==> src/common/ibb_defines.svh <==
// Constants for the instruction byte buffer: register map, fields, reset values
`ifndef IBB_DEFINES_SVH
`define IBB_DEFINES_SVH

// ==========================================
// Register bus
`define IBB_ADDR_W 4
`define IBB_CTRL_OFF 4'h0
`define IBB_STATUS_OFF 4'h4
`define IBB_RESP_OKAY 2'h0
`define IBB_RESP_DECERR 2'h3

// ==========================================
// Register fields
`define IBB_CTRL_IRQ_BIT 0
`define IBB_CTRL_FLUSH_BIT 1
`define IBB_ST_PTR_LSB 0
`define IBB_ST_HEAD_LSB 8
`define IBB_ST_EVEN_LSB 16
`define IBB_ST_ODD_LSB 24

// ==========================================
// Widths and reset values
`define IBB_BYTE_W 8
`define IBB_NIB_W 4
`define IBB_BYTE_RST 8'h00
`define IBB_WORD_RST 16'h0000
`define IBB_DATA_RST 32'h00000000

`endif

==> src/common/ibb_pkg.sv <==
// Types shared by the instruction byte buffer modules
`default_nettype none
package ibb_pkg;
	// Occupancy pointer, gray coded, stepped 2,3,1,0 on reads
	typedef enum logic [1:0] {
		IBB_PTR_EMPTY = 2'b00,
		IBB_PTR_BYTE = 2'b01,
		IBB_PTR_FULL = 2'b10,
		IBB_PTR_WORD = 2'b11
	} ibb_ptr_e;

	// Operation handed from the control side to the buffer core
	typedef enum logic [2:0] {
		IBB_OP_NONE = 3'b000,
		IBB_OP_LOAD = 3'b001,
		IBB_OP_LOAD_ODD = 3'b010,
		IBB_OP_ADVANCE = 3'b011,
		IBB_OP_SEL_EVEN = 3'b100,
		IBB_OP_SEL_ODD = 3'b101,
		IBB_OP_FLUSH = 3'b110
	} ibb_op_e;

	// Register decode result
	typedef enum logic [1:0] {
		IBB_REG_CTRL = 2'b00,
		IBB_REG_STATUS = 2'b01,
		IBB_REG_NONE = 2'b10
	} ibb_reg_e;
endpackage
`default_nettype wire

==> src/common/ibb_if.sv <==
// Link between the buffer control logic and the byte storage core
`default_nettype none
interface ibb_if;
	import ibb_pkg::*;
	ibb_op_e op;
	logic [15:0] xin;
	ibb_ptr_e ptr;
	logic [7:0] head;
	logic [7:0] even;
	logic [7:0] odd;

	modport core (input op, input xin, output ptr, output head, output even, output odd);
	modport ctl (output op, output xin, input ptr, input head, input even, input odd);
endinterface
`default_nettype wire

==> src/design/ibb_core.sv <==
// Byte storage core: even, odd and head registers with the occupancy pointer
`include "ibb_defines.svh"
`default_nettype none
module ibb_core
	import ibb_pkg::*;
(
	input wire logic clk,
	input wire logic rst_n,
	ibb_if.core bus
);

	typedef struct packed {
		logic [7:0] even;
		logic [7:0] odd;
		logic [7:0] head;
		ibb_ptr_e ptr;
	} ibb_core_s;

	ibb_core_s s_r;
	ibb_core_s s_nxt;

	// Gray decrement of the pointer: 2, 3, 1, 0
	function automatic ibb_ptr_e gray_dec(input ibb_ptr_e p);
		case (p)
			IBB_PTR_FULL: gray_dec = IBB_PTR_WORD;
			IBB_PTR_WORD: gray_dec = IBB_PTR_BYTE;
			IBB_PTR_BYTE: gray_dec = IBB_PTR_EMPTY;
			default: gray_dec = IBB_PTR_FULL;
		endcase
	endfunction

	// ==========================================
	// Next state
	always_comb begin
		s_nxt = s_r;
		case (bus.op)
			IBB_OP_LOAD, IBB_OP_LOAD_ODD: begin
				s_nxt.even = bus.xin[15:8]; // [RULE_14]
				s_nxt.odd = bus.xin[7:0];
				if (s_r.ptr == IBB_PTR_EMPTY) begin
					// Feed-through so the byte is usable next cycle [RULE_15] [RULE_16]
					s_nxt.head = (bus.op == IBB_OP_LOAD) ? bus.xin[15:8] : bus.xin[7:0];
					s_nxt.ptr = (bus.op == IBB_OP_LOAD) ? IBB_PTR_WORD : IBB_PTR_BYTE;
				end else begin
					s_nxt.ptr = IBB_PTR_FULL; // [RULE_17]
				end
			end
			IBB_OP_ADVANCE: begin
				// Head takes next byte in even/odd order [RULE_01] [RULE_03] [RULE_09]
				s_nxt.head = s_r.ptr[0] ? s_r.odd : s_r.even;
				s_nxt.ptr = gray_dec(s_r.ptr);
			end
			IBB_OP_SEL_EVEN: begin
				s_nxt.head = s_r.even; // [RULE_19]
				s_nxt.ptr = IBB_PTR_WORD;
			end
			IBB_OP_SEL_ODD: begin
				s_nxt.head = s_r.odd; // [RULE_19]
				s_nxt.ptr = IBB_PTR_BYTE;
			end
			IBB_OP_FLUSH: s_nxt.ptr = IBB_PTR_EMPTY;
			default: s_nxt = s_r;
		endcase
	end

	// State register; pointer starts empty [RULE_21] [RULE_02]
	always_ff @(posedge clk or negedge rst_n) begin
		if (!rst_n) begin
			s_r <= '{even: `IBB_BYTE_RST, odd: `IBB_BYTE_RST, head: `IBB_BYTE_RST,
				ptr: IBB_PTR_EMPTY};
		end else begin
			s_r <= s_nxt;
		end
	end

	assign bus.ptr = s_r.ptr;
	assign bus.head = s_r.head;
	assign bus.even = s_r.even;
	assign bus.odd = s_r.odd;

	// ==========================================
	// Checks
	load_feed_a: assert property (@(posedge clk) disable iff (!rst_n) // [RULE_15]
		bus.op == IBB_OP_LOAD && s_r.ptr == IBB_PTR_EMPTY
		|=> s_r.head == $past(bus.xin[15:8]) && s_r.ptr == IBB_PTR_WORD)
		else $error("empty load did not feed the head");
	load_full_a: assert property (@(posedge clk) disable iff (!rst_n) // [RULE_17]
		bus.op == IBB_OP_LOAD && s_r.ptr != IBB_PTR_EMPTY
		|=> s_r.ptr == IBB_PTR_FULL && $stable(s_r.head))
		else $error("load into non-empty buffer wrong");
	gray_step_a: assert property (@(posedge clk) disable iff (!rst_n) // [RULE_09]
		bus.op == IBB_OP_ADVANCE && s_r.ptr == IBB_PTR_FULL
		|=> s_r.ptr == IBB_PTR_WORD ##0 s_r.head == $past(s_r.even))
		else $error("advance from full wrong");
	drain_fifo_a: assert property (@(posedge clk) disable iff (!rst_n) // [RULE_03]
		bus.op == IBB_OP_LOAD && s_r.ptr == IBB_PTR_EMPTY ##1 bus.op == IBB_OP_ADVANCE
		|=> s_r.head == $past(bus.xin[7:0], 2) && s_r.ptr == IBB_PTR_BYTE)
		else $error("bytes not drained in order");
	full_c: cover property (@(posedge clk) disable iff (!rst_n) s_r.ptr == IBB_PTR_FULL);

endmodule
`default_nettype wire

==> src/design/ibb_top.sv <==
// Instruction byte buffer: microcode functions, opcode dispatch, traps, AXI4-Lite regs
//
// How it works
// RULE_01: Three byte registers, even, odd and head; bytes pass head in order.
// RULE_02: A two-bit gray pointer records where valid bytes sit.
// RULE_03: At most three bytes are held, delivered first in first out.
// RULE_04: The head byte is the index of a 256-way dispatch.
// RULE_05: Dispatch is honoured only in the second cycle of a click.
// RULE_06: Dispatch with the buffer not full raises a refill trap instead.
// RULE_07: With interrupt pending, dispatch traps to interrupt instead of refill.
// RULE_08: Traps happen only at the dispatch point, never mid-instruction.
// RULE_09: Advancing read loads head from even or odd; pointer steps 2,3,1,0.
// RULE_10: Pointer low bit tells empty from non-empty; empty and full alike.
// RULE_11: Both byte reads put head on low byte, high byte zero.
// RULE_12: Hold read and nibble reads leave the pointer unchanged.
// RULE_13: Nibble reads put a head nibble on the low nibble, rest zero.
// RULE_14: A load writes high byte to even, low byte to odd register.
// RULE_15: Load into empty buffer feeds head directly and sets word state.
// RULE_16: Load with select-odd feeds the odd byte; empty goes to byte state.
// RULE_17: Load with bytes present fills holding registers only, sets full.
// RULE_18: Load together with advancing read does nothing.
// RULE_19: Select-even or select-odd alone load head and set word or byte.
// RULE_20: State-complement read drives inverted pointer onto two bus bits.
// RULE_21: Reset leaves the pointer empty so the first dispatch refills.
//
// Implementation choices: the AXI4-Lite interface to the registers and the placing of the registers.
`include "ibb_defines.svh"
`default_nettype none
module ibb_top
	import ibb_pkg::*;
(
	input wire logic clk,
	input wire logic rst_n,
	input wire logic [`IBB_ADDR_W-1:0] s_axi_awaddr,
	input wire logic s_axi_awvalid,
	output logic s_axi_awready,
	input wire logic [31:0] s_axi_wdata,
	input wire logic [3:0] s_axi_wstrb,
	input wire logic s_axi_wvalid,
	output logic s_axi_wready,
	output logic [1:0] s_axi_bresp,
	output logic s_axi_bvalid,
	input wire logic s_axi_bready,
	input wire logic [`IBB_ADDR_W-1:0] s_axi_araddr,
	input wire logic s_axi_arvalid,
	output logic s_axi_arready,
	output logic [31:0] s_axi_rdata,
	output logic [1:0] s_axi_rresp,
	output logic s_axi_rvalid,
	input wire logic s_axi_rready,
	input wire logic click_c2,
	input wire logic opcode_dispatch,
	input wire logic forced_opcode_dispatch,
	input wire logic read_advance,
	input wire logic read_hold,
	input wire logic read_upper_nibble,
	input wire logic read_lower_nibble,
	input wire logic read_state_complement,
	input wire logic queue_load,
	input wire logic select_even,
	input wire logic select_odd,
	input wire logic [15:0] xbus_in,
	input wire logic interrupt_pending,
	output logic [15:0] xbus_out,
	output logic xbus_drive,
	output logic dispatch_go,
	output logic [7:0] dispatch_index,
	output logic refill_trap,
	output logic interrupt_trap,
	output logic buffer_nonempty
);

	typedef struct packed {
		logic aw_have;
		logic [`IBB_ADDR_W-1:0] aw_addr;
		logic w_have;
		logic [31:0] w_data;
		logic [3:0] w_strb;
		logic bvalid;
		logic [1:0] bresp;
		logic rvalid;
		logic [1:0] rresp;
		logic [31:0] rdata;
		logic irq_force;
		logic [15:0] xout;
		logic xdrive;
		logic disp_go;
		logic [7:0] disp_idx;
		logic refill;
		logic intr;
	} ibb_top_s;

	ibb_top_s s_r;
	ibb_top_s s_nxt;

	ibb_if link ();

	ibb_core u_core (
		.clk(clk),
		.rst_n(rst_n),
		.bus(link)
	);

	// Register decode, shared by the read and write paths
	function automatic ibb_reg_e reg_decode(input logic [`IBB_ADDR_W-1:0] a);
		case (a)
			`IBB_CTRL_OFF: reg_decode = IBB_REG_CTRL;
			`IBB_STATUS_OFF: reg_decode = IBB_REG_STATUS;
			default: reg_decode = IBB_REG_NONE;
		endcase
	endfunction

	// ==========================================
	// Operation select and dispatch decision
	logic dispatch_req;
	logic trap_now;
	logic rw_clash;
	logic flush_now;
	logic irq_level;
	ibb_op_e op;

	assign irq_level = interrupt_pending | s_r.irq_force;
	// Dispatch taken only in the second click cycle [RULE_05] [RULE_08]
	assign dispatch_req = click_c2 & (opcode_dispatch | forced_opcode_dispatch);
	// Trap when the buffer is not full; forced dispatch never traps [RULE_06]
	assign trap_now = click_c2 & opcode_dispatch & ~forced_opcode_dispatch
		& (link.ptr != IBB_PTR_FULL);
	assign rw_clash = queue_load & read_advance; // [RULE_18]
	assign flush_now = s_r.aw_have & s_r.w_have & s_r.w_strb[0]
		& (reg_decode(s_r.aw_addr) == IBB_REG_CTRL) & s_r.w_data[`IBB_CTRL_FLUSH_BIT];

	// Priority: flush, clash, load, dispatch, advance, select
	always_comb begin
		op = IBB_OP_NONE;
		if (flush_now) begin
			op = IBB_OP_FLUSH;
		end else if (rw_clash) begin
			op = IBB_OP_NONE; // [RULE_18]
		end else if (queue_load) begin
			op = select_odd ? IBB_OP_LOAD_ODD : IBB_OP_LOAD; // [RULE_16]
		end else if (dispatch_req && !trap_now) begin
			op = IBB_OP_ADVANCE;
		end else if (read_advance && !dispatch_req) begin
			op = IBB_OP_ADVANCE; // [RULE_09]
		end else if (select_even) begin
			op = IBB_OP_SEL_EVEN; // [RULE_19]
		end else if (select_odd) begin
			op = IBB_OP_SEL_ODD;
		end
	end

	assign link.op = op;
	assign link.xin = xbus_in;

	// ==========================================
	// Next state: bus slave, X bus reads, dispatch outputs
	always_comb begin
		s_nxt = s_r;
		// Write address and data taken in either order
		if (s_axi_awvalid && s_axi_awready) begin
			s_nxt.aw_have = 1'b1;
			s_nxt.aw_addr = s_axi_awaddr;
		end
		if (s_axi_wvalid && s_axi_wready) begin
			s_nxt.w_have = 1'b1;
			s_nxt.w_data = s_axi_wdata;
			s_nxt.w_strb = s_axi_wstrb;
		end
		if (s_r.bvalid && s_axi_bready) begin
			s_nxt.bvalid = 1'b0;
		end
		// Commit a write once both halves are held
		if (s_r.aw_have && s_r.w_have) begin
			s_nxt.aw_have = 1'b0;
			s_nxt.w_have = 1'b0;
			s_nxt.bvalid = 1'b1;
			s_nxt.bresp = `IBB_RESP_OKAY;
			case (reg_decode(s_r.aw_addr))
				IBB_REG_CTRL: begin
					if (s_r.w_strb[0]) begin
						s_nxt.irq_force = s_r.w_data[`IBB_CTRL_IRQ_BIT];
					end
				end
				IBB_REG_STATUS: s_nxt.bresp = `IBB_RESP_OKAY;
				default: s_nxt.bresp = `IBB_RESP_DECERR;
			endcase
		end
		// Read channel
		if (s_r.rvalid && s_axi_rready) begin
			s_nxt.rvalid = 1'b0;
		end
		if (s_axi_arvalid && s_axi_arready) begin
			s_nxt.rvalid = 1'b1;
			s_nxt.rresp = `IBB_RESP_OKAY;
			s_nxt.rdata = `IBB_DATA_RST;
			case (reg_decode(s_axi_araddr))
				IBB_REG_CTRL: s_nxt.rdata[`IBB_CTRL_IRQ_BIT] = s_r.irq_force;
				IBB_REG_STATUS: begin
					s_nxt.rdata[`IBB_ST_PTR_LSB +: 2] = link.ptr;
					s_nxt.rdata[`IBB_ST_HEAD_LSB +: `IBB_BYTE_W] = link.head;
					s_nxt.rdata[`IBB_ST_EVEN_LSB +: `IBB_BYTE_W] = link.even;
					s_nxt.rdata[`IBB_ST_ODD_LSB +: `IBB_BYTE_W] = link.odd;
				end
				default: s_nxt.rresp = `IBB_RESP_DECERR;
			endcase
		end
		// X bus reads, all from the current head and pointer
		s_nxt.xout = `IBB_WORD_RST;
		s_nxt.xdrive = 1'b0;
		if (!rw_clash) begin
			if (read_advance || read_hold) begin
				s_nxt.xout[7:0] = link.head; // [RULE_11]
				s_nxt.xdrive = 1'b1;
			end else if (read_upper_nibble) begin
				s_nxt.xout[3:0] = link.head[7:4]; // [RULE_13]
				s_nxt.xdrive = 1'b1;
			end else if (read_lower_nibble) begin
				s_nxt.xout[3:0] = link.head[3:0]; // [RULE_13]
				s_nxt.xdrive = 1'b1;
			end else if (read_state_complement) begin
				s_nxt.xout[3:2] = ~link.ptr; // [RULE_20]
				s_nxt.xdrive = 1'b1;
			end
		end
		// Dispatch index is the head byte; traps replace it [RULE_04] [RULE_07]
		s_nxt.disp_go = dispatch_req & ~trap_now & ~flush_now & ~queue_load;
		s_nxt.disp_idx = link.head;
		s_nxt.refill = trap_now & ~irq_level;
		s_nxt.intr = trap_now & irq_level;
	end

	// State register
	always_ff @(posedge clk or negedge rst_n) begin
		if (!rst_n) begin
			s_r <= '0;
		end else begin
			s_r <= s_nxt;
		end
	end

	// ==========================================
	// Outputs
	assign s_axi_awready = ~s_r.aw_have & ~s_r.bvalid;
	assign s_axi_wready = ~s_r.w_have & ~s_r.bvalid;
	assign s_axi_bvalid = s_r.bvalid;
	assign s_axi_bresp = s_r.bresp;
	assign s_axi_arready = ~s_r.rvalid;
	assign s_axi_rvalid = s_r.rvalid;
	assign s_axi_rresp = s_r.rresp;
	assign s_axi_rdata = s_r.rdata;
	assign xbus_out = s_r.xout;
	assign xbus_drive = s_r.xdrive;
	assign dispatch_go = s_r.disp_go;
	assign dispatch_index = s_r.disp_idx;
	assign refill_trap = s_r.refill;
	assign interrupt_trap = s_r.intr;
	assign buffer_nonempty = link.ptr[0]; // [RULE_10]

	// ==========================================
	// Checks
	refill_trap_a: assert property (@(posedge clk) disable iff (!rst_n) // [RULE_06]
		click_c2 && opcode_dispatch && !forced_opcode_dispatch
		&& link.ptr != IBB_PTR_FULL && !irq_level
		|=> refill_trap && !dispatch_go)
		else $error("missing refill trap");
	int_priority_a: assert property (@(posedge clk) disable iff (!rst_n) // [RULE_07]
		click_c2 && opcode_dispatch && link.ptr != IBB_PTR_FULL && interrupt_pending
		&& !forced_opcode_dispatch
		|=> interrupt_trap && !refill_trap)
		else $error("interrupt trap not preferred");
	trap_point_a: assert property (@(posedge clk) disable iff (!rst_n) // [RULE_08]
		!(click_c2 && opcode_dispatch) |=> !refill_trap && !interrupt_trap)
		else $error("trap away from dispatch point");
	c2_only_a: assert property (@(posedge clk) disable iff (!rst_n) // [RULE_05]
		!click_c2 |=> !dispatch_go)
		else $error("dispatch outside second click cycle");
	disp_index_a: assert property (@(posedge clk) disable iff (!rst_n) // [RULE_04]
		click_c2 && opcode_dispatch && link.ptr == IBB_PTR_FULL && !queue_load && !flush_now
		|=> dispatch_go && dispatch_index == $past(link.head) && link.ptr == IBB_PTR_WORD)
		else $error("full dispatch wrong");
	byte_read_a: assert property (@(posedge clk) disable iff (!rst_n) // [RULE_11]
		read_hold && !rw_clash |=> xbus_drive && xbus_out == {8'h00, $past(link.head)})
		else $error("byte read wrong");
	nibble_read_a: assert property (@(posedge clk) disable iff (!rst_n) // [RULE_13]
		read_upper_nibble && !read_advance && !read_hold
		|=> xbus_out == {12'h000, $past(link.head[7:4])})
		else $error("upper nibble read wrong");
	hold_stable_a: assert property (@(posedge clk) disable iff (!rst_n) // [RULE_12]
		op == IBB_OP_NONE |=> $stable(link.ptr) && $stable(link.head))
		else $error("pointer moved without an operation");
	clash_none_a: assert property (@(posedge clk) disable iff (!rst_n) // [RULE_18]
		rw_clash && !flush_now |=> $stable(link.ptr) && !xbus_drive)
		else $error("load with advancing read changed buffer");
	compl_read_a: assert property (@(posedge clk) disable iff (!rst_n) // [RULE_20]
		read_state_complement && !read_advance && !read_hold && !read_upper_nibble
		&& !read_lower_nibble |=> xbus_out == {12'h000, ~$past(link.ptr), 2'b00})
		else $error("state complement read wrong");
	empty_flag_a: assert property (@(posedge clk) disable iff (!rst_n) // [RULE_10]
		link.ptr == IBB_PTR_FULL |-> !buffer_nonempty)
		else $error("full not treated as empty");
	write_resp_a: assert property (@(posedge clk) disable iff (!rst_n)
		s_r.aw_have && s_r.w_have |=> s_axi_bvalid)
		else $error("write response missing");

	refill_c: cover property (@(posedge clk) disable iff (!rst_n) refill_trap);
	intr_c: cover property (@(posedge clk) disable iff (!rst_n) interrupt_trap);
	dispatch_c: cover property (@(posedge clk) disable iff (!rst_n) dispatch_go);
	clash_c: cover property (@(posedge clk) disable iff (!rst_n) rw_clash);

endmodule
`default_nettype wire

==> config.mk <==
export PLATFORM = sky130hd
export DESIGN_NAME = ibb_top
export DESIGN_NICKNAME = d
export VERILOG_FILES = /design/src/common/ibb_pkg.sv /design/src/common/ibb_if.sv /design/src/design/ibb_core.sv /design/src/design/ibb_top.sv
export VERILOG_INCLUDE_DIRS = /design/src /design/src/common
export SDC_FILE = /design/constraint.sdc
export NUM_CORES = 1
export LEC_CHECK = 0
export ABC_AREA = 1
export BUFFER_PORTS_ARGS = -buffer_cell sky130_fd_sc_hd__buf_2
export CAP_MARGIN = 10
export CORE_ASPECT_RATIO = 0.75
export CORE_MARGIN = 2
export CORE_UTILIZATION = 51
export CTS_CLUSTER_DIAMETER = 60
export DETAILED_ROUTE_END_ITERATION = 12
export PLACE_DENSITY_LB_ADDON = 0.2
export SLEW_MARGIN = 30
export SYNTH_ARGS = -nofsm -noshare
export SYNTH_HDL_FRONTEND = slang
export SYNTH_SLANG_ARGS = --single-unit
==> constraint.sdc <==
create_clock -name clk -period 2.3 [get_ports clk]
set_input_delay 0.23 -clock clk [delete_from_list [all_inputs] [get_ports clk]]
set_output_delay 0.23 -clock clk [all_outputs]
set_load 0.005 [all_outputs]
# After elaboration in Yosys (flattened, before gate mapping)
# Cells that the tools add are included.
dict set report classes {
  bitwise_logic 28
  reduce_logical 28
  mux 42
  eq_ne 15
}
# cell n
set op_table {}
lappend op_table {{37-bit 2-to-1 mux} 1}
lappend op_table {{35-bit 2-to-1 mux} 1}
lappend op_table {{8-bit case mux with 4 select lines} 1}
lappend op_table {{24-bit 2-to-1 mux} 1}
lappend op_table {{3-bit 2-to-1 mux} 8}
lappend op_table {{8-bit 2-to-1 mux} 3}
lappend op_table {{2-bit 2-to-1 mux} 10}
lappend op_table {{1-bit bitwise AND} 16}
lappend op_table {{5-bit 2-to-1 mux} 3}
lappend op_table {{2-bit case mux with 5 select lines} 1}
lappend op_table {{3-bit equality test, second input constant} 3}
lappend op_table {{9-bit 2-to-1 mux} 1}
lappend op_table {{1-bit NOT} 9}
lappend op_table {{4-bit by 3-bit equality test with 1-bit output, second input constant} 2}
lappend op_table {{1-bit logical AND} 8}
lappend op_table {{2-bit logical NOT} 4}
lappend op_table {{4-bit logical NOT} 2}
lappend op_table {{2-bit case mux with 2 select lines} 2}
lappend op_table {{2-bit nonzero test} 4}
lappend op_table {{1-bit 2-to-1 mux} 7}
lappend op_table {{2-bit by 1-bit equality test with 1-bit output, second input constant} 3}
lappend op_table {{3-bit by 2-bit equality test with 1-bit output, second input constant} 2}
lappend op_table {{2-bit case mux with 3 select lines} 1}
lappend op_table {{2-bit OR reduction} 3}
lappend op_table {{other kinds (14)} 17}
dict set report totals {
  elab_cells 134
  input_bits 79
  register_bits 121
}

# Longest topological paths before layout
# Gate-level depths: netlist (run 1).
dict set report logic_depth {
  word_depth 13
  ltp_mapped 15
  mapped_depth_nobuf 15
}

# Hierarchy
# Synthesis (run 1) repeated with hierarchy kept, for this count alone.
dict set report hier_totals {
  hier_cells 585
  hier_area_um2 4734.5
}
# module area_each_um2 instances cells_each
set modules_own_cells {}
lappend modules_own_cells {ibb_top 2980.4 1 328}
lappend modules_own_cells {ibb_core 1754.2 1 257}

# Worst setup path before layout (run 1)
# OpenSTA, ideal clock, no wires.
dict set report synth_path {
  kind {register to register}
  startpoint {register u_core.s_r, in the netlist u_core.bus.ptr[0]}
  endpoint {register u_core.s_r, in the netlist u_core.bus.head[7]}
  setup_time_ns 0.117
  n_path_buf 0
  t_required_ns 2.183
  arrival_ns 1.502
  slack_ns 0.681
  path_stages_with_launch 15
  cell_sequence {dfrtp_1 > inv_1 > nand2_1 > nand2_1 > nand2_2 > nand3_1 > nand2_1 > nor2_4 > nand2_4 > nand2_4 > nand2_4 > nand2_8 > inv_4 > nand2_1 > nand2_1}
}
dict set report synth_via {
  elab_chain_cells 12
  elab_cells_between_ends 22
}
# element line_no
set synth_lines {}
lappend synth_lines {{start, declared} ibb_core.sv:19} ;# ibb_core_s s_r;
lappend synth_lines {{start signal, assigned} ibb_core.sv:69} ;# s_r <= '{even: `IBB_BYTE_RST, odd: `IBB_BYTE_RST, head: `IBB_BYTE_RST,
lappend synth_lines {{start signal, assigned} ibb_core.sv:72} ;# s_r <= s_nxt;
lappend synth_lines {{2-bit != test} ibb_top.sv:127} ;# & (link.ptr != IBB_PTR_FULL);
lappend synth_lines {{1-bit bitwise AND} ibb_top.sv:127}
lappend synth_lines {{1-bit logical NOT} ibb_top.sv:141} ;# end else if (dispatch_req && !trap_now) begin
lappend synth_lines {{1-bit logical AND} ibb_top.sv:141}
lappend synth_lines {{3-bit 2-to-1 mux} ibb_top.sv:141}
lappend synth_lines {{3-bit 2-to-1 mux} ibb_top.sv:139} ;# end else if (queue_load) begin
lappend synth_lines {{3-bit 2-to-1 mux} ibb_top.sv:137} ;# end else if (rw_clash) begin
lappend synth_lines {{3-bit 2-to-1 mux} ibb_top.sv:135} ;# if (flush_now) begin
lappend synth_lines {{3-bit by 1-bit equality test with 1-bit output / 3-bit by 2-bit equality test with 1-bit output (equally long branches)} {ibb_core.sv:36, ibb_core.sv:42}}
lappend synth_lines {{8-bit 2-to-1 mux / 2-bit OR reduction (equally long branches)} {ibb_core.sv:42, ibb_core.sv:36}}
lappend synth_lines {{8-bit 2-to-1 mux, or another cell as far along} ibb_core.sv:40} ;# if (s_r.ptr == IBB_PTR_EMPTY) begin
lappend synth_lines {{8-bit case mux with 4 select lines / 2-bit AND reduction (equally long branches)} -}
# Several ways; a longest one is shown, not always the timed one. The select of a mux whose other input is x is not followed.
# A chain may end at the register's enable or synchronous reset.

# Worst setup path after layout (run 1)
dict set report layout_path {
  startpoint {register s_r[104] in the netlist's numbering}
  endpoint {register u_core.s_r, in the netlist u_core.bus.head[3]}
}
dict set report layout_via {
  elab_chain_cells 10
  elab_cells_between_ends 19
}
# element line_no
set layout_lines {}
lappend layout_lines {{start, declared} ibb_top.sv:93} ;# ibb_top_s s_r;
lappend layout_lines {{start signal, assigned} ibb_top.sv:237} ;# s_r <= s_nxt;
lappend layout_lines {{4-bit by 3-bit equality test with 1-bit output / 4-bit logical NOT (equally long branches)} ibb_top.sv:106} ;# case (a)
lappend layout_lines {{2-bit case mux with 2 select lines (*)} ibb_top.sv:106}
lappend layout_lines {{2-bit logical NOT (*)} ibb_top.sv:130} ;# & (reg_decode(s_r.aw_addr) == IBB_REG_CTRL) & s_r.w_data[`IBB_CTRL_FLUSH_BIT];
lappend layout_lines {{1-bit bitwise AND (*)} ibb_top.sv:130}
lappend layout_lines {{1-bit bitwise AND (*)} ibb_top.sv:129} ;# assign flush_now = s_r.aw_have & s_r.w_have & s_r.w_strb[0]
lappend layout_lines {{3-bit 2-to-1 mux (*)} ibb_top.sv:135}
lappend layout_lines {{3-bit by 1-bit equality test with 1-bit output / 3-bit by 2-bit equality test with 1-bit output (equally long branches)} {ibb_core.sv:36, ibb_core.sv:42}}
lappend layout_lines {{8-bit 2-to-1 mux / 2-bit OR reduction (equally long branches)} {ibb_core.sv:42, ibb_core.sv:36}}
lappend layout_lines {{8-bit 2-to-1 mux, or another cell as far along} ibb_core.sv:40}
lappend layout_lines {{8-bit case mux with 4 select lines / 2-bit AND reduction (equally long branches)} -}
# Mark *: on every way between the ends. The rest lies on a longest branch, timed or not. The select of a mux whose other input is x is not followed.

==> results summary, run 1 <==
The flow ran to the end, and the final reports show no timing, DRC or antenna violations. The worst clock skew on the final layout came out at 5.878 ps. The I/O pin count came out at 149. The floorplan core area came out at 0.008382 sq mm.

The min-delay analysis places its worst path in the category input pin to flip-flop. Walking the worst path, the cells encountered are nor3_1 -> nand3_1 -> nand2_1 -> inv_1 -> nand2_4 -> nand2_8 -> nand2_4 -> nand2_8 -> inv_4 -> nand2_1 -> nand2_1. The tool flagged a number of max-cap violations equal to 0. The final count of pins violating max slew came out at 0. The H-tree depth is 3. After global routing the overflow that remains totals 0.

The remaining antenna violation count after routing is 0. The master of the slowest instance on the critical path is sky130_fd_sc_hd__dfrtp_1. After routing the design area is 0.004908 sq mm. The critical path is of the flip-flop to flip-flop type. The area added between synthesis and finish is 12.57%. The footprint of the flip-flops and latches came out at 0.002152 sq mm. The number of buffers created by CTS is 9. The register bit count reported by yosys came out at 86. The final setup violation count came out at 0.

The number of buffer cells added on primary ports is 101. After clock tree synthesis, the setup repair step added 0 buffers. The total power density per cell area came out at 983.1 mW/mm^2. The longest individual stage delay on the worst path came out at 400 ps. The maximum frequency from static timing analysis is 0.4867 GHz. Counting I/O delays and the setup requirement, the final critical path takes 2055 ps. The average instance area after synthesis came out at 8.274 sq um.

In this run the worst setup path begins at s_r[104]. The global-route usage over all layers came out at 0.2278. The detailed-routing iteration count for the pre-antenna-repair pass is 4. The die outline height came out at 84.08 um. The number of diodes added for antenna fixing came out at 0. The post-route clock period utilization is 0.8934. The post-synthesis instance area came out at 0.004360 sq mm. The first-pass GRT wire length is 16.76 mm.

The endpoint kind of the worst setup timing path is a flip-flop. After routing, the total negative slack on setup checks comes to 0 ps. For this design, the sink count on the clock tree is 86. The launching point of the worst reg2reg path is s_r[104].

The number of hold violations in the final report came out at 0. For this block, the routed nets add up to 10.08 mm of wire. Detailed placement ended at an HPWL of 7.213 mm. The clock reaches the later pin of the worst-skew pair after 340 ps. The cell repeated most along the worst path is sky130_fd_sc_hd__nand2_1.

The worst setup path is launched from a flip-flop. The via count of the first global-routing pass came to 3384. Of the cells placed in the final design, the portion with a size suffix greater than 1 is 0.2432. The post-detailed-placement cell area came out at 0.004602 sq mm. The final net count came out at 666. The analysis attributes to cell leakage a power of 2.668 nW. The count of unique library cells instantiated by Yosys came out at 29. Clock tree synthesis selected as its root buffer the cell sky130_fd_sc_hd__clkbuf_16.

For the worst setup path, the data required time is 2580 ps. The die covers 0.009313 sq mm. The sequential fraction of the synthesis area came out at 0.4935. The placement row count came out at 29. Across the VDD grid, the largest voltage drop is 0.5583 mV.

The routed layout has 3457 vias. The final RePlAce weighted congestion came out at 0.8468. The routed wire length per instance came out at 14.40 um. Setup repair after global routing left no endpoint under its margin.

The die span in x came out at 110.8 um. The number of filler cells placed in the layout came out at 771. The number of vias per cell came out at 4.939. The hold path startpoint is interrupt_pending.

The largest fanout of any net on the critical path is 33. The actual slew at the worst max-slew pin came out at 779.8 ps. The synthesized instance count is 527. The clock slew seen by the registers of the worst setup and hold paths came out at 60 ps. The number of DRC violations after detailed-routing iteration 0 came out at 238. The post-detailed-route DRC marker count came out at 0. The relative slew slack is 0.4789.

The multi-input combinational cells in the finished layout cover a total of 0.001536 sq mm. The initial core utilization came out at 0.5202. The count of warnings emitted by yosys is 0.

The maximum number of buffers from clock root to sink is 2. Entering global routing, the biggest net connects 62 pins. The initial antenna violation count came to 0. The clock tree from TritonCTS is done. The worst endpoint data arrival time came out at 2330 ps.
[per-layer routing]
layer | wire length, um | share of wire | track usage
met5 | 0 | 0 | 0
met4 | 80 | 0.0079 | 0.05341
met3 | 681 | 0.068 | 0.06028
met2 | 4549 | 0.45 | 0.3424
met1 | 4766 | 0.47 | 0.3325
[repair_timing]
action | CTS | global route
resized for setup | 0 | 1
hold buffers | 1 | 0
endpoints found under the hold margin | 25 | 0
endpoints found under the setup margin | 0 | 7
[cell type report]
type / count / share of cell area
inverter: 54 / 0.04206
timing repair buffer: 110 / 0.1203
clock buffer: 12 / 0.05226
clock inverter: 4 / 0.006373
tap: 108 / 0.02753
multi-input combinational: 326 / 0.3130
sequential: 86 / 0.4384
[cell families (layout without fill, tap and decap cells)]
logic type	count (synthesis)	count (layout)	share of synthesized area
compound gates	73	73	0.09182
other cells	1	14	0.0008600
flops	86	86	0.4935
mux	7	7	0.01808
buf+inv	128	180	0.1673
simple gates	232	232	0.2284
[through the flow]
step	instances	util	worst slack [ps]	hold WS, ps	power [mW]
3_3_place_gp	683	0.5490	222.5	160.2	3.423
2_1_floorplan	540	-	680.6	-65.59	3.139
5_1_grt	700	0.5856	49.75	57.38	5.155
6_report	700	0.5856	245.2	61.02	4.826
3_5_place_dp	683	0.5490	179.2	166.1	3.477
4_1_cts	700	0.5846	160.5	56.98	4.861
[placed cells by master (no fill, tap or decap)]
master	n
sky130_fd_sc_hd__o22ai_1	3
sky130_fd_sc_hd__nand4_1	6
sky130_fd_sc_hd__conb_1	14
sky130_fd_sc_hd__nand2_4	2
sky130_fd_sc_hd__clkinv_4	1
sky130_fd_sc_hd__nand2_2	3
sky130_fd_sc_hd__nor2_2	1
sky130_fd_sc_hd__nand2_8	2
sky130_fd_sc_hd__a21oi_1	8
sky130_fd_sc_hd__nand2_1	144
sky130_fd_sc_hd__dfrtp_1	86
sky130_fd_sc_hd__clkinv_2	1
sky130_fd_sc_hd__clkbuf_16	9
sky130_fd_sc_hd__a31oi_1	1
sky130_fd_sc_hd__buf_4	8
sky130_fd_sc_hd__nor3_1	2
sky130_fd_sc_hd__o2111ai_1	1
sky130_fd_sc_hd__nor3b_1	1
sky130_fd_sc_hd__mux2_2	7
sky130_fd_sc_hd__buf_12	1
sky130_fd_sc_hd__buf_2	100
sky130_fd_sc_hd__nand3b_1	1
sky130_fd_sc_hd__dlygate4sd3_1	1
sky130_fd_sc_hd__clkbuf_1	1
sky130_fd_sc_hd__a22oi_1	2
sky130_fd_sc_hd__a32o_1	3
sky130_fd_sc_hd__clkbuf_8	2
sky130_fd_sc_hd__clkinvlp_4	3
sky130_fd_sc_hd__nor2_1	39
sky130_fd_sc_hd__inv_4	1
sky130_fd_sc_hd__inv_1	52
sky130_fd_sc_hd__a21boi_2	1
sky130_fd_sc_hd__nor2_4	2
sky130_fd_sc_hd__nand3_1	29
sky130_fd_sc_hd__o21ai_0	54
[Yosys cell counts]
cell / n / area (sq um)
sky130_fd_sc_hd__a22oi_1: 2 / 15.01
sky130_fd_sc_hd__nand3b_1: 1 / 7.510
sky130_fd_sc_hd__nand2_1: 144 / 540.5
sky130_fd_sc_hd__o2111ai_1: 1 / 8.760
sky130_fd_sc_hd__nor3_1: 2 / 10.01
sky130_fd_sc_hd__nor2_1: 39 / 146.4
sky130_fd_sc_hd__conb_1: 1 / 3.750
sky130_fd_sc_hd__buf_2: 4 / 20.02
sky130_fd_sc_hd__inv_1: 52 / 195.2
sky130_fd_sc_hd__clkbuf_1: 6 / 22.52
sky130_fd_sc_hd__inv_4: 1 / 6.260
sky130_fd_sc_hd__a31oi_1: 1 / 6.260
sky130_fd_sc_hd__o21ai_0: 54 / 270.3
sky130_fd_sc_hd__nor3b_1: 1 / 7.510
sky130_fd_sc_hd__nor2_4: 2 / 22.52
sky130_fd_sc_hd__nand3_1: 29 / 145.1
sky130_fd_sc_hd__nand2_4: 3 / 33.78
sky130_fd_sc_hd__clkinv_2: 1 / 5.000
sky130_fd_sc_hd__nor2_2: 1 / 6.260
sky130_fd_sc_hd__o22ai_1: 3 / 18.77
sky130_fd_sc_hd__a32o_1: 3 / 30.03
sky130_fd_sc_hd__nand2_2: 3 / 18.77
sky130_fd_sc_hd__buf_4: 64 / 480.5
sky130_fd_sc_hd__nand2_8: 1 / 20.02
sky130_fd_sc_hd__nand4_1: 6 / 37.54
sky130_fd_sc_hd__a21boi_2: 1 / 11.26
sky130_fd_sc_hd__a21oi_1: 8 / 40.04
sky130_fd_sc_hd__mux2_2: 7 / 78.83
sky130_fd_sc_hd__dfrtp_1: 86 / 2152
[path summary, 6_finish.rpt]
kind	to	slack [ps]	cells after the start
min in group asynchronous	s_axi_rdata[29]	340	2
hold / removal	refill_trap	60	2
hold reg to reg	dispatch_index[2]	450	0
setup reg to reg	u_core.bus.head[3]	250	11
max in group asynchronous	s_axi_rdata[11]	1330	3
setup / recovery	u_core.bus.head[3]	250	11
[critical path, delay by kind of cell, from the launching register on]
family,cells,cell delay [ps]
flip-flops,1,400
buffers and inverters,2,240
AND/OR/NAND/NOR,9,1350
[sequential cells by signal, indices dropped and copies added (netlist names)]
name,count
xbus_drive,1
s_axi_rresp,1
u_core.bus.odd,8
xbus_out,8
s_r,10
u_core.bus.head,8
refill_trap,1
s_axi_rdata,26
u_core.bus.ptr,2
dispatch_go,1
u_core.bus.even,8
s_axi_bvalid,1
dispatch_index,8
s_axi_bresp,1
interrupt_trap,1
s_axi_rvalid,1
[report_power, final]
part	internal (mW)	total (mW)	leakage (nW)	switching, mW
Combinational	0.500	1.25	1.44	0.753
Sequential	1.92	2.19	1.10	0.276
Clock	0.793	1.38	0.131	0.586
Total	3.21	4.83	2.67	1.61
Note: power is estimated with default switching activity, not from simulation.
==> run 2: changes to the inputs <==
--- a/config.mk
+++ b/config.mk
@@ -6,12 +6,12 @@
 export SDC_FILE = /design/constraint.sdc
 export NUM_CORES = 1
 export LEC_CHECK = 0
-export ABC_AREA = 1
+export ABC_AREA = 0
 export BUFFER_PORTS_ARGS = -buffer_cell sky130_fd_sc_hd__buf_2
 export CAP_MARGIN = 10
 export CORE_ASPECT_RATIO = 0.75
 export CORE_MARGIN = 2
-export CORE_UTILIZATION = 51
+export CORE_UTILIZATION = 50
 export CTS_CLUSTER_DIAMETER = 60
 export DETAILED_ROUTE_END_ITERATION = 12
 export PLACE_DENSITY_LB_ADDON = 0.2
==> run 2 against run 1 <==
Against the previous run: sequential cell count is the same; register-to-register slack improved by 40 ps; non-clock buffer count up 1; worst hold slack worse by 28 ps; largest power group unchanged.
==> results summary, run 2 <==
The worst endpoint data arrival time came to 2300 ps (was 2330 ps). The number of hold violations in the final report came out at 0 (unchanged). The total design power came out at 3.979 mW (was 4.826 mW). The first-pass GRT wire length is 14.52 mm (was 16.76 mm). The maximum number of buffers from clock root to sink came out at 2 (unchanged). The number of synthesized flops with an enable pin is 0 (unchanged). The relative slew slack came out at 0.6260 (was 0.4789).

The total power density per cell area came to 862.1 mW/mm^2 (was 983.1 mW/mm^2). The maximum VDD drop is 0.3580 mV (was 0.5583 mV). The final setup violation count is 0 (unchanged).

The final-layout worst hold slack came out at 33.40 ps (was 61.02 ps). The clock insertion delay at the later pin of the skew report is 360 ps (was 340 ps). The length of routed met3 wiring is 628 um (was 681 um).

The worst clock skew on the final layout came out at 9.133 ps (was 5.878 ps). The maximum number of pins on one net before global-route repair is 53 (was 62). The met2 routed wirelength is 4.179 mm (was 4.549 mm). The terminus of the critical flop-to-flop path is u_core.bus.head[7] (was u_core.bus.head[3]). The area of combinational cells with multiple inputs is 0.001504 sq mm (was 0.001536 sq mm). Highest-count cells in the layout ignoring fill and taps: 100 x sky130_fd_sc_hd__buf_2, 86 x sky130_fd_sc_hd__dfrtp_1, 28 x sky130_fd_sc_hd__a22o_1, 25 x sky130_fd_sc_hd__mux2_2, 21 x sky130_fd_sc_hd__nand2_1 (was 144 x sky130_fd_sc_hd__nand2_1, 100 x sky130_fd_sc_hd__buf_2, 86 x sky130_fd_sc_hd__dfrtp_1, 54 x sky130_fd_sc_hd__o21ai_0, 52 x sky130_fd_sc_hd__inv_1).

The critical path depth in cells came out at 7 (was 11). The most repeated cell in the gate-level netlist after synthesis is sky130_fd_sc_hd__dfrtp_1 (was sky130_fd_sc_hd__nand2_1). The capturing instance or port of the critical path is u_core.bus.head[7] (was u_core.bus.head[3]). The sequential fraction of the synthesis area is 0.5187 (was 0.4935). The register bit count reported by yosys came to 86 (unchanged).

The number of instances on the worst hold path came out at 2 (unchanged). The end-of-flow core utilization came out at 0.5779 (was 0.5856). The largest fanout of any net on the critical path is 7 (was 33). The number of buffers created by CTS is 9 (unchanged).

The reported max-cap violation count was 0 (unchanged). The family of cells with the greatest summed delay on the critical path was simple AND/OR/NAND/NOR gates (unchanged). The total buffers and inverters traversed by the critical path came out at 1 (was 2). Unrepaired setup endpoints after global routing: false (unchanged). The synthesized instance count came out at 370 (was 527). The detailed-routing wirelength on met1 is 4.051 mm (was 4.766 mm). The number of DRC violations after detailed-routing iteration 0 is 163 (was 238). The count of unique library cells instantiated by Yosys is 49 (was 29). The post-route clock period utilization is 0.8739 (was 0.8934).

The post-synthesis instance area is 0.004149 sq mm (was 0.004360 sq mm). The via count of the first global-routing pass is 2897 (was 3384). The sum of net half-perimeters after detailed placement came out at 6.605 mm (was 7.213 mm).

The global-route usage over all layers is 0.2073 (was 0.2278). The area share of the largest cell type after synthesis is 0.5187 (was 0.4935). The footprint of the flip-flops and latches was 0.002152 sq mm (unchanged).

The clock tree from TritonCTS is done (unchanged). The count of warnings emitted by yosys came out at 0 (unchanged). The clock slew seen by the registers of the worst setup and hold paths is 90 ps (was 60 ps).

The die span in x is 109.2 um (was 110.8 um). Top cells by area, synth: sky130_fd_sc_hd__dfrtp_1 52%, sky130_fd_sc_hd__buf_4 11%, sky130_fd_sc_hd__mux2_2 6.8%, sky130_fd_sc_hd__a22o_1 5.9%, sky130_fd_sc_hd__nand2_1 1.9% (was sky130_fd_sc_hd__dfrtp_1 49%, sky130_fd_sc_hd__nand2_1 12%, sky130_fd_sc_hd__buf_4 11%, sky130_fd_sc_hd__o21ai_0 6.2%, sky130_fd_sc_hd__inv_1 4.5%). The cell total after placement is 522 (was 683).

The number of flip-flops under the largest register name was 26 (unchanged). The total via count after detailed routing came out at 2897 (was 3457). The element type at the critical path start is a flip-flop (unchanged). The final count of pins violating max slew was 0 (unchanged). The total clock sinks is 86 (unchanged).

The I/O pin count is 149 (unchanged). The number of vias per cell came to 5.375 (was 4.939). The initial core utilization is 0.5194 (was 0.5202).

The number of cell instances on the worst register-to-register path came out at 7 (was 11). The die outline height is 82.89 um (was 84.08 um). The root buffer selected by CTS is sky130_fd_sc_hd__clkbuf_8 (was sky130_fd_sc_hd__clkbuf_16). The maximum frequency from static timing analysis came out at 0.4975 GHz (was 0.4867 GHz).

The number of cells upsized or downsized after cts came out at 0 (unchanged). The overflow left after global routing is 0 (unchanged). Critical path cell sequence: nor4b_1 -> and2_1 -> buf_4 -> nor2_1 -> nand2_1 -> o22ai_1 -> o2bb2ai_1 (was nor3_1 -> nand3_1 -> nand2_1 -> inv_1 -> nand2_4 -> nand2_8 -> nand2_4 -> nand2_8 -> inv_4 -> nand2_1 -> nand2_1). The launch point of the critical path is s_r[105] (was s_r[104]). The predominant post-synthesis flop cell is sky130_fd_sc_hd__dfrtp_1 (unchanged). The launching point of the worst reg2reg path is s_r[105] (was s_r[104]). The required arrival time at the worst endpoint came to 2590 ps (was 2580 ps). The endpoint kind of the worst setup timing path is a flip-flop (unchanged). The remaining antenna violation count after routing is 0 (unchanged). The reg-to-reg setup timing slack is 290 ps (was 250 ps). The final net count came out at 508 (was 666). The class of the tightest hold or removal check is input pin to flip-flop (unchanged). The area enclosed by the die boundary came to 0.009050 sq mm (was 0.009313 sq mm). The master of the slowest instance on the critical path was sky130_fd_sc_hd__nor4b_1 (was sky130_fd_sc_hd__dfrtp_1).

The area added between synthesis and finish was 11.25% (was 12.57%). The leakage component of the power came out at 2.263 nW (was 2.668 nW). The average instance area after synthesis came out at 11.21 sq um (was 8.274 sq um). The longest individual stage delay on the worst path was 540 ps (was 400 ps).

The final wirelength came out at 8.935 mm (was 10.08 mm). The top cell type by total area after synthesis is sky130_fd_sc_hd__dfrtp_1 (unchanged). The floorplan core area came out at 0.007988 sq mm (was 0.008382 sq mm). The actual slew at the worst max-slew pin is 553.2 ps (was 779.8 ps). The number of buffer cells added on primary ports is 101 (unchanged). The filler-free cell count of the finished design came out at 539 (was 700).

Status: finished, final reports clean (unchanged). The post-detailed-route DRC marker count came out at 0 (unchanged). Leading post-synthesis cells by instance count: 86 x sky130_fd_sc_hd__dfrtp_1, 60 x sky130_fd_sc_hd__buf_4, 28 x sky130_fd_sc_hd__a22o_1, 25 x sky130_fd_sc_hd__mux2_2, 21 x sky130_fd_sc_hd__nand2_1 (was 144 x sky130_fd_sc_hd__nand2_1, 86 x sky130_fd_sc_hd__dfrtp_1, 64 x sky130_fd_sc_hd__buf_4, 54 x sky130_fd_sc_hd__o21ai_0, 52 x sky130_fd_sc_hd__inv_1). The number of filler cells placed in the layout is 721 (was 771). The H-tree depth came to 3 (unchanged). The initial antenna violation count is 0 (unchanged).

The number of diodes added for antenna fixing came out at 0 (unchanged). The highest layer used for signal routing is met4 (unchanged). The leading cell type in the layout, fill and taps excluded is sky130_fd_sc_hd__buf_2 (was sky130_fd_sc_hd__nand2_1). The proportion of layout cells with a drive suffix above 1 is 0.3641 (was 0.2432).

The fraction of synthesis flops using an asynchronous set or reset pin is 1.000 (unchanged). The placement row count came out at 28 (was 29). The type of the worst setup path is flip-flop to flip-flop (unchanged).

The final RePlAce weighted congestion came to 0.8455 (was 0.8468). The detailed-routing iteration count for the pre-antenna-repair pass is 4 (unchanged). The setup TNS after final layout came out at 0 ps (unchanged).

The final critical path time including I/O delays and setup is 2010 ps (was 2055 ps). The routed wire length per instance is 16.58 um (was 14.40 um).
## run 2: cell count changes in the layout (fill, tap and decap cells not counted), sizes merged, moves of 22 or more
| cell | before | now |
|---|---|---|
| a22o | 0 | 28 |
| nand3 | 29 | 7 |
| nand2 | 151 | 21 |
| inv | 53 | 10 |
| o21ai | 54 | 15 |
| nor2 | 42 | 17 |
## run 2: logic make-up (layout without fill, tap and decap cells)
kind of cell / count (synthesis) / count (layout) / share of synthesized area
AO/OA/AOI/OAI: 94 / 94 / 0.1743
flip-flops: 86 / 86 / 0.5187
buffers and inverters: 83 / 134 / 0.1306
AND/OR/NAND/NOR: 76 / 76 / 0.09560
multiplexers: 30 / 30 / 0.07992
other: 1 / 14 / 0.0009038
## run 2: repair_timing
item                                   4_1_cts  5_1_grt
setup buffers                                0        0
endpoints found under the hold margin       34        0
hold buffers                                 1        0
## run 2: routing by layer
layer	vias up	GRT usage
met5	-	0
li1	1379	-
met3	10	0.05965
met2	98	0.3123
met4	0	0.06674
met1	1410	0.2889
## run 2: worst reg2reg max path: stages, from the launching register on
cell and delay [ps]:
sky130_fd_sc_hd__dfrtp_1 410, sky130_fd_sc_hd__nor4b_1 540, sky130_fd_sc_hd__and2_1 390, sky130_fd_sc_hd__buf_4 200, sky130_fd_sc_hd__nor2_1 90, sky130_fd_sc_hd__nand2_1 100, sky130_fd_sc_hd__o22ai_1 70, sky130_fd_sc_hd__o2bb2ai_1 150
## run 2: through the flow
stage	setup slack, ps	instance area [sq um]
6_report	290.1	4616
2_1_floorplan	503.1	4198
3_5_place_dp	313.6	4402
4_1_cts	293.3	4616
3_3_place_gp	351.8	4402
5_1_grt	126.0	4616
## run 2: how the worst min path moves through the flow
stage,start,endpoint,slack [ps]
after floorplan,rst_n,dispatch_go,-70
after global routing,interrupt_pending,refill_trap,10
after global placement,rst_n,s_axi_rdata[29],210
final,interrupt_pending,refill_trap,30
after detailed placement,rst_n,u_core.bus.odd[7],220
after CTS,interrupt_pending,refill_trap,20
## run 2: layout make-up
cell class	count	area share
Clock buffer	9	0.02684
Clock inverter	7	0.01735
Inverter	7	0.005693
Timing Repair Buffer	111	0.1296
Sequential cell	86	0.4662
Multi-Input combinational cell	214	0.3258
Tap cell	105	0.02846
## run 2: report_power, final
group          internal (mW)  switching (mW)
registers               1.80           0.222
logic                  0.448           0.427
clock network          0.517           0.570
total                   2.76            1.22
==> run 3: changes to the inputs <==
--- a/config.mk
+++ b/config.mk
@@ -10,7 +10,7 @@
 export BUFFER_PORTS_ARGS = -buffer_cell sky130_fd_sc_hd__buf_2
 export CAP_MARGIN = 10
 export CORE_ASPECT_RATIO = 0.75
-export CORE_MARGIN = 2
+export CORE_MARGIN = 3
 export CORE_UTILIZATION = 50
 export CTS_CLUSTER_DIAMETER = 60
 export DETAILED_ROUTE_END_ITERATION = 12
==> run 3 against run 2 <==
Against the previous run: final area hardly changed; sequential power hardly changed; worst setup slack worse by 93 ps; sequential share of layout area hardly changed; first-iteration DRC count is 18% higher; via count is 1.2% higher; die area is 4.3% higher; power is 0.39% higher; critical path type unchanged; largest power group unchanged.
==> results summary, run 3 (synthesized netlist as in run 2, its figures left out) <==
Status: finished, final reports clean (unchanged). The number of cells upsized or downsized after cts is 0 (unchanged). The number of vias per cell is 5.442 (was 5.375). The final count of pins violating max slew came out at 0 (unchanged). The die outline height came out at 84.89 um (was 82.89 um). The maximum number of buffers from clock root to sink came out at 2 (unchanged).

The leading cell type in the layout, fill and taps excluded was sky130_fd_sc_hd__buf_2 (unchanged). The number of diodes added for antenna fixing was 0 (unchanged). The clock insertion delay at the later pin of the skew report came out at 360 ps (about the same). The maximum number of pins on one net before global-route repair is 59 (was 53).

The total non-filler cell area in the finished layout came out at 0.004617 sq mm (was 0.004616 sq mm). The least setup slack across all paths after layout came out at 196.7 ps (was 290.1 ps). The final wirelength is 9.161 mm (was 8.935 mm). The end-of-flow core utilization is 0.5780 (was 0.5779). The filler-free cell count of the finished design is 539 (unchanged). Highest-count cells in the layout ignoring fill and taps: 100 x sky130_fd_sc_hd__buf_2, 86 x sky130_fd_sc_hd__dfrtp_1, 28 x sky130_fd_sc_hd__a22o_1, 25 x sky130_fd_sc_hd__mux2_2, 21 x sky130_fd_sc_hd__nand2_1 (unchanged). The cell total after placement is 522 (unchanged). The worst endpoint data arrival time is 2400 ps (was 2300 ps).

The initial core utilization is 0.5194 (unchanged). The number of DRC violations after detailed-routing iteration 0 came to 192 (was 163). The routed wire length per instance came out at 17.00 um (was 16.58 um). The sum of net half-perimeters after detailed placement came out at 6.835 mm (was 6.605 mm). The final-layout worst hold slack came to 27.52 ps (was 33.40 ps). The final setup violation count came out at 0 (unchanged). The overflow left after global routing came out at 0 (unchanged).

The element type at the critical path start is a flip-flop (unchanged). The total design power is 3.994 mW (was 3.979 mW). The relative slew slack is 0.5828 (was 0.6260). The proportion of layout cells with a drive suffix above 1 came out at 0.3641 (unchanged). The floorplan core area came to 0.007988 sq mm (unchanged). The leakage component of the power came to 2.267 nW (was 2.263 nW). The detailed-routing iteration count for the pre-antenna-repair pass is 4 (unchanged). The number of buffers created by CTS is 9 (unchanged). The number of hold-repair buffers added at the cts stage came out at 1 (unchanged). The number of flip-flops under the largest register name came out at 26 (unchanged). The I/O pin count came out at 149 (unchanged).

The post-detailed-route DRC marker count came out at 0 (unchanged). The clock slew seen by the registers of the worst setup and hold paths was 90 ps (about the same). The maximum VDD drop came out at 0.3684 mV (was 0.3580 mV). The area added between synthesis and finish is 11.28% (was 11.25%). The reported max-cap violation count came out at 0 (unchanged).

The global-route usage over all layers is 0.2018 (was 0.2073). The remaining antenna violation count after routing is 0 (unchanged). The number of hold violations in the final report came out at 0 (unchanged). The final net count is 508 (unchanged). The maximum frequency from static timing analysis is 0.4754 GHz (was 0.4975 GHz).

The initial antenna violation count is 0 (unchanged). The worst clock skew on the final layout came to 6.646 ps (was 9.133 ps). The worst setup slack before clock tree synthesis came to 290.6 ps (was 313.6 ps). The actual slew at the worst max-slew pin was 617.1 ps (was 553.2 ps). Unrepaired setup endpoints after global routing: false (unchanged).

The root buffer selected by CTS is sky130_fd_sc_hd__clkbuf_8 (unchanged). The number of buffer cells added on primary ports came out at 101 (unchanged). The total clock sinks is 86 (unchanged). The final critical path time including I/O delays and setup was 2103 ps (was 2010 ps). The post-route clock period utilization came out at 0.9145 (was 0.8739). The post-detailed-placement cell area is 0.004402 sq mm (unchanged). The area enclosed by the die boundary is 0.009438 sq mm (was 0.009050 sq mm). The number of filler cells placed in the layout came out at 738 (was 721). The final RePlAce weighted congestion came out at 0.9007 (was 0.8455). The area of combinational cells with multiple inputs was 0.001504 sq mm (unchanged). The endpoint kind of the worst setup timing path is a flip-flop (unchanged). The type of the worst setup path is flip-flop to flip-flop (unchanged).

The total power density per cell area came out at 865.2 mW/mm^2 (was 862.1 mW/mm^2). The placement row count is 28 (unchanged). The class of the tightest hold or removal check was input pin to flip-flop (unchanged). The via count of the first global-routing pass came out at 2856 (was 2897).

The number of buffers inserted to repair setup after CTS is 0 (unchanged). The H-tree depth was 3 (unchanged). The setup TNS after final layout was 0 ps (unchanged).

The total via count after detailed routing came out at 2933 (was 2897). The first-pass GRT wire length came to 15.01 mm (was 14.52 mm). The clock tree from TritonCTS is done (unchanged). The die span in x is 111.2 um (was 109.2 um). The required arrival time at the worst endpoint is 2590 ps (about the same).

The largest fanout of any net on the critical path is 7 (unchanged). The footprint of the flip-flops and latches came out at 0.002152 sq mm (unchanged).
## run 3: cell types whose count changed in the layout (fill, tap and decap cells not counted)
cell,change
sky130_fd_sc_hd__clkinv_4,+1
sky130_fd_sc_hd__clkinvlp_4,-1
## run 3: final cells by class
| type | instances | area share |
|---|---|---|
| Clock inverter | 7 | 0.01762 |
| Sequential cell | 86 | 0.4661 |
| Timing Repair Buffer | 111 | 0.1295 |
| Multi-Input combinational cell | 214 | 0.3257 |
| Clock buffer | 9 | 0.02683 |
| Tap cell | 105 | 0.02846 |
| Inverter | 7 | 0.005691 |
## run 3: worst paths after layout
path | start | end | slack [ps] | cells past startpoint
hold reg to reg | u_core.bus.head[0] | dispatch_index[0] | 440 | 0
setup reg to reg | s_r[104] | u_core.bus.head[7] | 200 | 7
min in group asynchronous | rst_n | s_axi_rresp[0] | 330 | 2
hold / removal | interrupt_pending | refill_trap | 30 | 2
max in group asynchronous | rst_n | u_core.bus.even[4] | 1340 | 3
setup / recovery | s_r[104] | u_core.bus.head[7] | 200 | 7
## run 3: power breakdown
part / switching, mW / internal [mW]
combinational: 0.435 / 0.448
sequential: 0.221 / 1.80
clock: 0.577 / 0.519
## run 3: worst max-delay path: stages (launching register included)
cell and delay, ps:
sky130_fd_sc_hd__dfrtp_1 400, sky130_fd_sc_hd__nor4b_1 570, sky130_fd_sc_hd__and2_1 440, sky130_fd_sc_hd__buf_4 210
sky130_fd_sc_hd__nor2_1 100, sky130_fd_sc_hd__nand2_1 90, sky130_fd_sc_hd__o22ai_1 70, sky130_fd_sc_hd__o2bb2ai_1 160
## run 3: layer usage
metal  GRT usage  wire length, um  part of all wire
met1      0.2881             4228              0.46
met2      0.3005             4219              0.46
met3     0.06486              608             0.066
met4     0.05525              104             0.011
met5           0                0                 0
